==> src/core/rsmr_regs.svh <==
// Timing constants for the reset, strap and management-ready sequencer.
// Assumes a 250 MHz core clock on mclk.
`ifndef RSMR_REGS_SVH
`define RSMR_REGS_SVH
`define RSMR_CLK_PERIOD_PS     4000
`define RSMR_RESET_PULSE_MIN_NS 5000
`define RSMR_STRAP_HOLD_US     1000
`define RSMR_MGMT_READY_US     40000
`define RSMR_ATTACH_READY_NS   11500000
`define RSMR_ATTACH_CMD        16'hAA56
// Whole-ns arithmetic: picosecond products would overflow 32-bit integers
`define RSMR_CLK_PERIOD_NS     (`RSMR_CLK_PERIOD_PS / 1000)
`define RSMR_STRAP_CYC   (((`RSMR_STRAP_HOLD_US * 1000) + `RSMR_CLK_PERIOD_NS - 1) / `RSMR_CLK_PERIOD_NS)
`define RSMR_MGMT_CYC    (((`RSMR_MGMT_READY_US * 1000) + `RSMR_CLK_PERIOD_NS - 1) / `RSMR_CLK_PERIOD_NS)
`define RSMR_ATTACH_CYC  ((`RSMR_ATTACH_READY_NS + `RSMR_CLK_PERIOD_NS - 1) / `RSMR_CLK_PERIOD_NS)
`define RSMR_PULSE_CYC   ((`RSMR_RESET_PULSE_MIN_NS + `RSMR_CLK_PERIOD_NS - 1) / `RSMR_CLK_PERIOD_NS)
`endif

==> src/core/rsmr_pkg.sv <==
// Types for the reset, strap and management-ready sequencer.
// Assumes nothing beyond a SystemVerilog compiler.
`default_nettype none
package rsmr_pkg;
    typedef enum logic [1:0] {
        RSMR_IN_RESET,
        RSMR_WAIT_READY,
        RSMR_READY,
        RSMR_WAIT_ATTACH
    } rsmr_state_t;
endpackage
`default_nettype wire

==> src/core/rsmr_sync.sv <==
// Two-flop synchroniser for the external reset pin.
// Assumes the pin is asynchronous to mclk.
`default_nettype none
module rsmr_sync (
    // Clock and reset
    input  wire logic mclk,
    input  wire logic sys_rst,
    // Level in and out
    input  wire logic din,
    output var  logic dout
);
    logic stage1;
    logic next_stage1;
    logic next_dout;

    always_comb begin
        next_stage1 = din;
        next_dout   = stage1;
    end

    always_ff @(posedge mclk or posedge sys_rst) begin
        if (sys_rst) begin
            stage1 <= 1'b0;
            dout   <= 1'b0;
        end else begin
            stage1 <= next_stage1;
            dout   <= next_dout;
        end
    end
endmodule
`default_nettype wire

==> src/core/rsmr_top.sv <==
// Reset, strap latching and management-port ready timing for a hub core.
// Assumes a stable 250 MHz mclk and sys_rst as power-on reset.
//
// Overview of operation
// - Straps are latched a hold window after power-on and after each external reset pin release.
// - Reset strap timing holds only after power-on reset has finished.
// - Management slave ready no sooner than 40 ms after power-on or reset.
// - After attach command ack, management bus idle at least 11.5 ms.
// - Runtime management access forces internal clocks on during suspend.
`include "rsmr_regs.svh"
`default_nettype none
module rsmr_top #(
    parameter int STRAP_W     = 8,
    parameter int STRAP_CYC   = `RSMR_STRAP_CYC,
    parameter int MGMT_CYC    = `RSMR_MGMT_CYC,
    parameter int ATTACH_CYC  = `RSMR_ATTACH_CYC
) (
    // Clock and power-on reset
    input  wire logic               mclk,
    input  wire logic               sys_rst,
    // Board pins
    input  wire logic               ext_reset_n,
    input  wire logic               upstream_power_sense,
    input  wire logic [STRAP_W-1:0] strap_pins,
    // Management slave side
    input  wire logic               attach_ack,
    input  wire logic [15:0]        attach_code,
    input  wire logic               host_suspend,
    // Outputs
    output var  logic               core_rst,
    output var  logic [STRAP_W-1:0] strap_value,
    output var  logic               strap_valid,
    output var  logic               mgmt_ready,
    output var  logic               clk_force_on,
    output var  logic               power_present
);
    import rsmr_pkg::*;

    // ****************************************
    // Reset pin synchroniser
    // ****************************************
    logic rst_pin_sync;

    rsmr_sync u_sync (
        .mclk    (mclk),
        .sys_rst (sys_rst),
        .din     (ext_reset_n),
        .dout    (rst_pin_sync)
    );

    // ****************************************
    // Sequencer
    // ****************************************
    rsmr_state_t      state;
    rsmr_state_t      next_state;
    logic [31:0]      timer;
    logic [31:0]      next_timer;
    logic [31:0]      strap_timer;
    logic [31:0]      next_strap_timer;
    logic [STRAP_W-1:0] next_strap_value;
    logic             next_strap_valid;
    logic             runtime_access;
    logic             next_runtime_access;
    logic             pin_low;
    logic             attach_hit;

    assign pin_low    = !rst_pin_sync;
    assign attach_hit = attach_ack && (attach_code == `RSMR_ATTACH_CMD);

    always_comb begin
        next_state          = state;
        next_timer          = timer;
        next_strap_timer    = strap_timer;
        next_strap_value    = strap_value;
        next_strap_valid    = strap_valid;
        next_runtime_access = runtime_access;
        // Straps tracked while held low, frozen after hold window
        if (pin_low) begin
            next_strap_value = strap_pins;
            next_strap_valid = 1'b0;
            next_strap_timer = 32'h0;
        end else if (!strap_valid) begin
            // Sampling through the hold window covers both power-on and pin release
            next_strap_value = strap_pins;
            if (strap_timer >= 32'(STRAP_CYC - 1)) begin
                next_strap_valid = 1'b1;
            end else begin
                next_strap_timer = strap_timer + 32'h1;
            end
        end
        case (state)
            RSMR_IN_RESET: begin
                next_timer = 32'h0;
                if (!pin_low) begin
                    next_state = RSMR_WAIT_READY;
                end
            end
            RSMR_WAIT_READY: begin
                if (timer >= 32'(MGMT_CYC - 1)) begin
                    next_state = RSMR_READY;
                end else begin
                    next_timer = timer + 32'h1;
                end
            end
            RSMR_READY: begin
                next_timer = 32'h0;
                if (attach_hit) begin
                    next_state          = RSMR_WAIT_ATTACH;
                    next_runtime_access = 1'b1;
                end
            end
            RSMR_WAIT_ATTACH: begin
                if (timer >= 32'(ATTACH_CYC - 1)) begin
                    next_state = RSMR_READY;
                end else begin
                    next_timer = timer + 32'h1;
                end
            end
            default: next_state = RSMR_IN_RESET;
        endcase
        if (pin_low) begin
            next_state          = RSMR_IN_RESET;
            next_runtime_access = 1'b0;
        end
    end

    always_ff @(posedge mclk or posedge sys_rst) begin
        if (sys_rst) begin
            state          <= RSMR_IN_RESET;
            timer          <= 32'h0;
            strap_timer    <= 32'h0;
            strap_value    <= '0;
            strap_valid    <= 1'b0;
            runtime_access <= 1'b0;
        end else begin
            state          <= next_state;
            timer          <= next_timer;
            strap_timer    <= next_strap_timer;
            strap_value    <= next_strap_value;
            strap_valid    <= next_strap_valid;
            runtime_access <= next_runtime_access;
        end
    end

    // ****************************************
    // Outputs
    // ****************************************
    logic next_core_rst;
    logic next_mgmt_ready;
    logic next_clk_force_on;
    logic next_power_present;

    always_comb begin
        next_core_rst      = (next_state == RSMR_IN_RESET);
        next_mgmt_ready    = (next_state == RSMR_READY);
        // Without this the slave goes deaf once the host suspends the hub
        next_clk_force_on  = next_runtime_access && host_suspend;
        next_power_present = upstream_power_sense;
    end

    always_ff @(posedge mclk or posedge sys_rst) begin
        if (sys_rst) begin
            core_rst      <= 1'b1;
            mgmt_ready    <= 1'b0;
            clk_force_on  <= 1'b0;
            power_present <= 1'b0;
        end else begin
            core_rst      <= next_core_rst;
            mgmt_ready    <= next_mgmt_ready;
            clk_force_on  <= next_clk_force_on;
            power_present <= next_power_present;
        end
    end

    // ****************************************
    // Assertions
    // ****************************************
    logic [31:0] rdy_gap;
    always_ff @(posedge mclk or posedge sys_rst) begin
        if (sys_rst) begin
            rdy_gap <= 32'h0;
        end else if (core_rst || !mgmt_ready && state == RSMR_WAIT_ATTACH) begin
            rdy_gap <= 32'h0;
        end else if (!mgmt_ready) begin
            rdy_gap <= rdy_gap + 32'h1;
        end
    end

    property p_reset_hold;
        @(posedge mclk) disable iff (sys_rst) pin_low |=> core_rst;
    endproperty
    a_reset_hold: assert property (p_reset_hold) else $error("core not in reset");

    property p_ready_late;
        @(posedge mclk) disable iff (sys_rst)
            $rose(mgmt_ready) && $past(state) == RSMR_WAIT_READY |-> rdy_gap >= 32'(MGMT_CYC - 1);
    endproperty
    a_ready_late: assert property (p_ready_late) else $error("ready too early");

    property p_attach_drop;
        @(posedge mclk) disable iff (sys_rst)
            state == RSMR_READY && attach_hit && !pin_low |=> !mgmt_ready;
    endproperty
    a_attach_drop: assert property (p_attach_drop) else $error("ready after attach");

    property p_strap_latch;
        @(posedge mclk) disable iff (sys_rst) pin_low |=> strap_value == $past(strap_pins) && !strap_valid;
    endproperty
    a_strap_latch: assert property (p_strap_latch) else $error("strap not latched");

    property p_strap_frozen;
        @(posedge mclk) disable iff (sys_rst) strap_valid && !pin_low |=> $stable(strap_value);
    endproperty
    a_strap_frozen: assert property (p_strap_frozen) else $error("strap moved");

    property p_clk_force;
        @(posedge mclk) disable iff (sys_rst)
            runtime_access && host_suspend && !pin_low |=> clk_force_on;
    endproperty
    a_clk_force: assert property (p_clk_force) else $error("clocks not forced");

    c_ready:   cover property (@(posedge mclk) disable iff (sys_rst) $rose(mgmt_ready));
    c_attach:  cover property (@(posedge mclk) disable iff (sys_rst) state == RSMR_WAIT_ATTACH);
    c_pin_rst: cover property (@(posedge mclk) disable iff (sys_rst) $fell(rst_pin_sync));
endmodule
`default_nettype wire

==> config.mk <==
export PLATFORM = sky130hd
export DESIGN_NAME = rsmr_top
export DESIGN_NICKNAME = d
export VERILOG_FILES = /design/src/core/rsmr_pkg.sv /design/src/core/rsmr_sync.sv /design/src/core/rsmr_top.sv
export VERILOG_INCLUDE_DIRS = /design/src /design/src/core
export SDC_FILE = /design/constraint.sdc
export NUM_CORES = 1
export LEC_CHECK = 0
export BUFFER_PORTS_ARGS = -buffer_cell sky130_fd_sc_hd__buf_4
export CORE_ASPECT_RATIO = 1.25
export CORE_MARGIN = 2
export CORE_UTILIZATION = 33
export CTS_CLUSTER_DIAMETER = 100
export CTS_CLUSTER_SIZE = 24
export DETAILED_ROUTE_END_ITERATION = 6
export HOLD_SLACK_MARGIN = 0.03
export PLACE_DENSITY_LB_ADDON = 0.1
export SLEW_MARGIN = 10
export SYNTH_ARGS = -nofsm -noshare
export SYNTH_HDL_FRONTEND = slang
export SYNTH_HIERARCHICAL = 1
export SYNTH_SLANG_ARGS = --single-unit
==> constraint.sdc <==
create_clock -name mclk -period 3.25 [get_ports mclk]
set_clock_uncertainty 0.05 [all_clocks]
set_input_delay 0.1625 -clock mclk [delete_from_list [all_inputs] [get_ports mclk]]
set_output_delay 0.1625 -clock mclk [all_outputs]
set_load 0.03 [all_outputs]
==> results of run 1 <==
final cells by class:
cell class / count / area (um2) / share of cell area, %
multi-input cells: 270 / 1687 / 35.77
repair buffers: 60 / 480.5 / 10.19
inverters: 9 / 35.03 / 0.7429
well taps: 138 / 172.7 / 3.661
flip-flops and latches: 82 / 2053 / 43.54
clock buffers: 10 / 239.0 / 5.068
clock inverters: 6 / 48.80 / 1.035
registers in the layout (all words and copies together) (netlist names):
signal	cells
u_sync/next_dout	1
mgmt_ready	1
strap_timer	32
strap_valid	1
clk_force_on	1
runtime_access	1
state	2
core_rst	1
strap_value	8
timer	32
u_sync/dout	1
power_present	1
worst register-to-register path: stages (launching register included):
cell and delay (ps):
dfrtp_1 410, ha_1 230, and3_1 220, o41ai_1 410, a21oi_1 350, or2_1 420, or3_1 370, a21oi_1 150
logic make-up after synthesis:
logic type	share of synthesized area, %
and+or+nand+nor	25.86
DFF	52.97
muxes	2.841
adders and majority gates	0.6455
xor gates and xnor gates	2.260
AOI/OAI and AO/OA	11.91
buffers and inverters	3.518
per-layer routing:
layer	GRT usage, %	up-vias
li1	-	1496
met1	18.37	1435
met2	24.35	46
met3	2.683	12
met4	7.154	0
met5	0	-
cells in the mapped netlist, drive strengths merged, types with 3 or more instances:
library cell	instances	area share (%)
a21o	4	0.77
and4	4	0.90
o21ai	16	2.1
inv	9	0.87
dfrtp	81	52
nor2	22	2.1
nor4	10	1.6
buf	6	1.5
xnor2	9	2.0
clkbuf	12	1.2
a21oi	34	4.4
and3	9	1.5
nand4	8	1.3
or3	16	2.7
nor3b	3	0.58
nor3	9	1.2
or4b	4	1.0
nand2	23	2.2
o31ai	9	1.7
or4	10	1.9
mux2	8	2.3
o41ai	3	0.68
and2	26	4.2
nand3	19	2.5
final timing paths:
kind	from	end	slack (ps)	cells past startpoint
max	strap_timer[0]	strap_timer[8]	560	7
min reg2reg	u_sync/next_dout	u_sync/dout	310	0
max in group asynchronous	sys_rst	power_present	1980	4
min	attach_code[7]	runtime_access	180	6
max reg2reg	strap_timer[0]	strap_timer[8]	560	7
min in group asynchronous	sys_rst	u_sync/next_dout	190	3
report_power, final:
part	internal [mW]	switching (mW)	total (mW)	leakage, nW
Sequential	1.04	0.0151	1.05	1.11
Clock	0.546	0.437	0.984	0.132
Combinational	0.0542	0.0596	0.114	0.771
stage by stage:
step	power (mW)	std cells	area (um2)	setup slack, ps
detailed placement	1.175	547	4308	590.7
floorplan	1.122	379	3876	753.5
finish	2.148	575	4716	561.8
CTS	2.192	575	4716	536.9
global route	2.248	575	4716	409.7
global placement	1.175	547	4308	647.1
what timing repair did:
item / CTS / global route
hold endpoints to repair: 45 / 0
setup endpoints to repair: 0 / 0
hold buffers: 12 / 0
==> flow_summary.toml, run 1 <==
[setup_path]
cpMostUsedCell = "a21oi_1"
crit_slowest_cell = "or2_1"
cp.required_ps = 3460
slowest_delay_ps = 420
critPathMaxFanout = 10
startpoint_type = "flop"
path_buf_inv = 0
crit_chain = "ha_1, and3_1, o41ai_1, a21oi_1, or2_1, or3_1, a21oi_1"
cp.arrival_ps = 2890
worstSetupPathType = "reg -> reg"
crit_family = "simple AND/OR/NAND/NOR gates"
end_kind = "flop"

[logic_synthesis]
synthesis.nets = 411
yosysWarnings = 6
ys.flop_type = "dfrtp_1"
syn_inst = 379
yosysSeqAreaShare_pct = 52.97
ys_ff_latch = 82
async_reset_ff_share_pct = 100.0
syn_area_per_cell_um2 = 10.23
synth_edf_count = 0
ys_types = 50
syn-cell-area_um2 = 3876

[sta]
period_needed_ps = 2688
grt_setup_unrepaired = "false"
hold_ws_ps = 177.3
final.period_utilization_pct = 82.71
max_freq_ghz = 0.3720
drv_slew = 0
tightest_slew_ps = 769.8
finalSetupViolations = 0
hold_violations = 0
relSlewSlack_pct = 48.62
tns_ps = 0

[job]
maxCapViolations = 0

[min_path]
hold_path.class = "in -> reg"

[place]
place.gp.congestion = 0.8114
io_buffers = 42
place_hpwl_um = 5735

[drt]
highest_layer = "met4"
met1Wirelength_um = 3934
drt_iter0_drc = 126
wl_met3_um = 211
ant_nets = 0
vias = 2989
via_per_inst = 5.198
wl_met2_um = 4170
wl_um = 8512
drc = 0
post_drt_wl_per_cell_um = 14.80
firstDrtPassIters = 4

[global_routing]
grt.overflow.total = 0
grt_start_max_net_pins = 35
antenna_found_initial = 0
first_global_vias = 2951
grt_usage_pct = 14.73
grt_pass1_wl_um = 14720

[floorplanning]
dieArea_um2 = 12630
io_pins = 43
initial_core_util_pct = 33.53
die_x_um = 100.9
rows = 44
die_h_um = 125.2
coreArea_um2 = 11560

[pwr]
p_per_area_nw_per_um2 = 455.5
vdd_ir_drop_max_mv = 0.1832
p_leak_nw = 2.013

[cells_and_area]
syn2layout_area_growth_pct = 21.66
final_cell_mix = "81 x dfrtp_1, 48 x buf_4, 34 x a21oi_1, 26 x and2_1, 23 x nand2_1"
diodes = 0
fillers = 1119
finish.utilization_pct = 40.79
drive_gt1_share_pct = 18.08
final_net_count = 464
layout_commonest_cell = "dfrtp_1"

[clock_tree]
clk_pin_slew_ps = 60
cts-htree-levels = 3
post-cts-setup-buffers = 0
numCtsBuffers = 9
cts_resized = 0
clk_path_buf_depth = 2
clock-sinks = 82
cts_tree = "built"
insertion_delay_ps = 340
cts_root_buffer = "clkbuf_16"

[outcome]
outcome = "finished, final reports clean"
(Power assumes the default switching activity.)
==> inputs of run 2 (changes only) <==
==> constraint.sdc (replaced) <==
create_clock -name mclk -period 2.7 [get_ports mclk]
set_clock_uncertainty 0.05 [all_clocks]
set_input_delay 0.135 -clock mclk [delete_from_list [all_inputs] [get_ports mclk]]
set_output_delay 0.135 -clock mclk [all_outputs]
set_load 0.03 [all_outputs]
==> run 2 against run 1 <==
Sequential cell count stayed put. Clock power is 29% higher. First-iteration DRC count is 7.1% lower. Sequential share of layout area is 1.2 points lower. Critical endpoint is now timer[15]. Largest power group is now the clock network. Highest routed layer unchanged.
==> flow_summary.toml, run 2 (synthesis results as in run 1) <==
[global_routing]
grt_pass1_wl_um = 15300
grt.overflow.total = 0
grt_usage_pct = 15.18
antenna_found_initial = 0
first_global_vias = 3198
grt_start_max_net_pins = 42

[clock_tree]
clk_pin_slew_ps = 70
numCtsBuffers = 9
cts-htree-levels = 3
clk_path_buf_depth = 2
cts_root_buffer = "clkbuf_16"
cts_resized = 0
clock-sinks = 82
insertion_delay_ps = 340
cts_tree = "built"

[place]
place_hpwl_um = 6253
place.gp.congestion = 0.8105
io_buffers = 42
dp.cells = 561
placed_area_um2 = 4425
place_ws_ps = 222.0

[drt]
ant_nets = 0
drt_iter0_drc = 117
vias = 3126
drc = 0
via_per_inst = 5.307
wl_um = 8990
firstDrtPassIters = 4
post_drt_wl_per_cell_um = 15.26

[floorplanning]
die_x_um = 100.9
initial_core_util_pct = 33.53
die_h_um = 125.2
rows = 44
coreArea_um2 = 11560
dieArea_um2 = 12630
io_pins = 43

[setup_path]
rr_startpoint = "timer[25]"
crit_end = "timer[15]"
r2r_end = "timer[15]"
ff2ff_setup_slack_ps = 220
crit_start = "timer[25]"
cp.required_ps = 2900
end_kind = "flop"
startpoint_type = "flop"
cp.arrival_ps = 2680
rr_worst_depth = 8
critPathMaxFanout = 11
worstSetupPathType = "reg -> reg"

[pwr]
vdd_ir_drop_max_mv = 0.2413
p_per_area_nw_per_um2 = 550.5
p_leak_nw = 2.110
p_total_mw = 2.673

[sta]
worst_slack_ps = 216.0
period_needed_ps = 2484
tightest_slew_ps = 796.2
final.period_utilization_pct = 92.00
relSlewSlack_pct = 46.86
hold_violations = 0
finalSetupViolations = 0
tns_ps = 0
max_freq_ghz = 0.4026
drv_slew = 0
grt_setup_unrepaired = "false"

[cells_and_area]
final_cell_mix = "81 x dfrtp_1, 61 x buf_4, 34 x a21oi_1, 26 x and2_1, 23 x nand2_1"
drive_gt1_share_pct = 20.62
fin_area_um2 = 4855
syn2layout_area_growth_pct = 25.24
layout_commonest_cell = "dfrtp_1"
reg.largest.list = "strap_timer: 32 flops, timer: 32 flops, strap_value: 8 flops"
final_net_count = 478
instances_no_fill = 589
diodes = 0

[job]
maxCapViolations = 0

[outcome]
outcome = "finished, final reports clean"

[min_path]
hold_path.class = "in -> reg"
min-delay-start = "attach_code[14]"
[run 2: cell type report]
class / count / area [um2]
Tap cell: 138 / 172.7
Fill cell: 1122 / 6706
Inverter: 9 / 35.03
Clock buffer: 9 / 225.2
Multi-Input combinational cell: 270 / 1687
Clock inverter: 7 / 83.83
Timing Repair Buffer: 74 / 598.1
Sequential cell: 82 / 2053
[run 2: worst max-delay path, stage by stage (launching register included)]
cell	delay (ps)
dfrtp_1	380
nor4_1	500
o2111ai_1	200
a31oi_1	190
buf_4	160
a31oi_4	50
buf_4	200
or4_1	500
a21oi_1	160
[run 2: routing by layer]
layer	vias to the layer above	share of wire (%)	global-route usage, %
met4	0	2.1	6.757
met3	17	2.4	2.459
met5	-	0	0
li1	1531	-	-
met1	1526	44	18.45
met2	52	52	26.12
[run 2: how the worst min path moves through the flow]
stage                            end  slack (ps)  depth (start not counted)
floorplan                u_sync/dout        -170                          1
global route        u_sync/next_dout         180                          3
detailed placement       u_sync/dout         -40                          2
CTS                   runtime_access         150                          5
finish                runtime_access         150                          5
global placement    u_sync/next_dout         -40                          2
[run 2: what timing repair did]
item                                   in CTS  in global routing
setup buffers                               0                  0
hold buffers                               12                  0
endpoints found under the hold margin      53                  0
[run 2: stage by stage]
stage	hold WS [ps]	util, %
6_report	150.0	41.99
5_1_grt	181.3	41.99
4_1_cts	148.1	41.99
3_5_place_dp	-37.19	38.28
3_3_place_gp	-43.93	38.28
2_1_floorplan	-173.8	-
[run 2: where the power goes]
group          switching [mW]  internal [mW]  total, mW
combinational          0.0733         0.0666      0.140
sequential             0.0182           1.25       1.26
clock                   0.534          0.735       1.27
total                   0.626           2.05       2.67
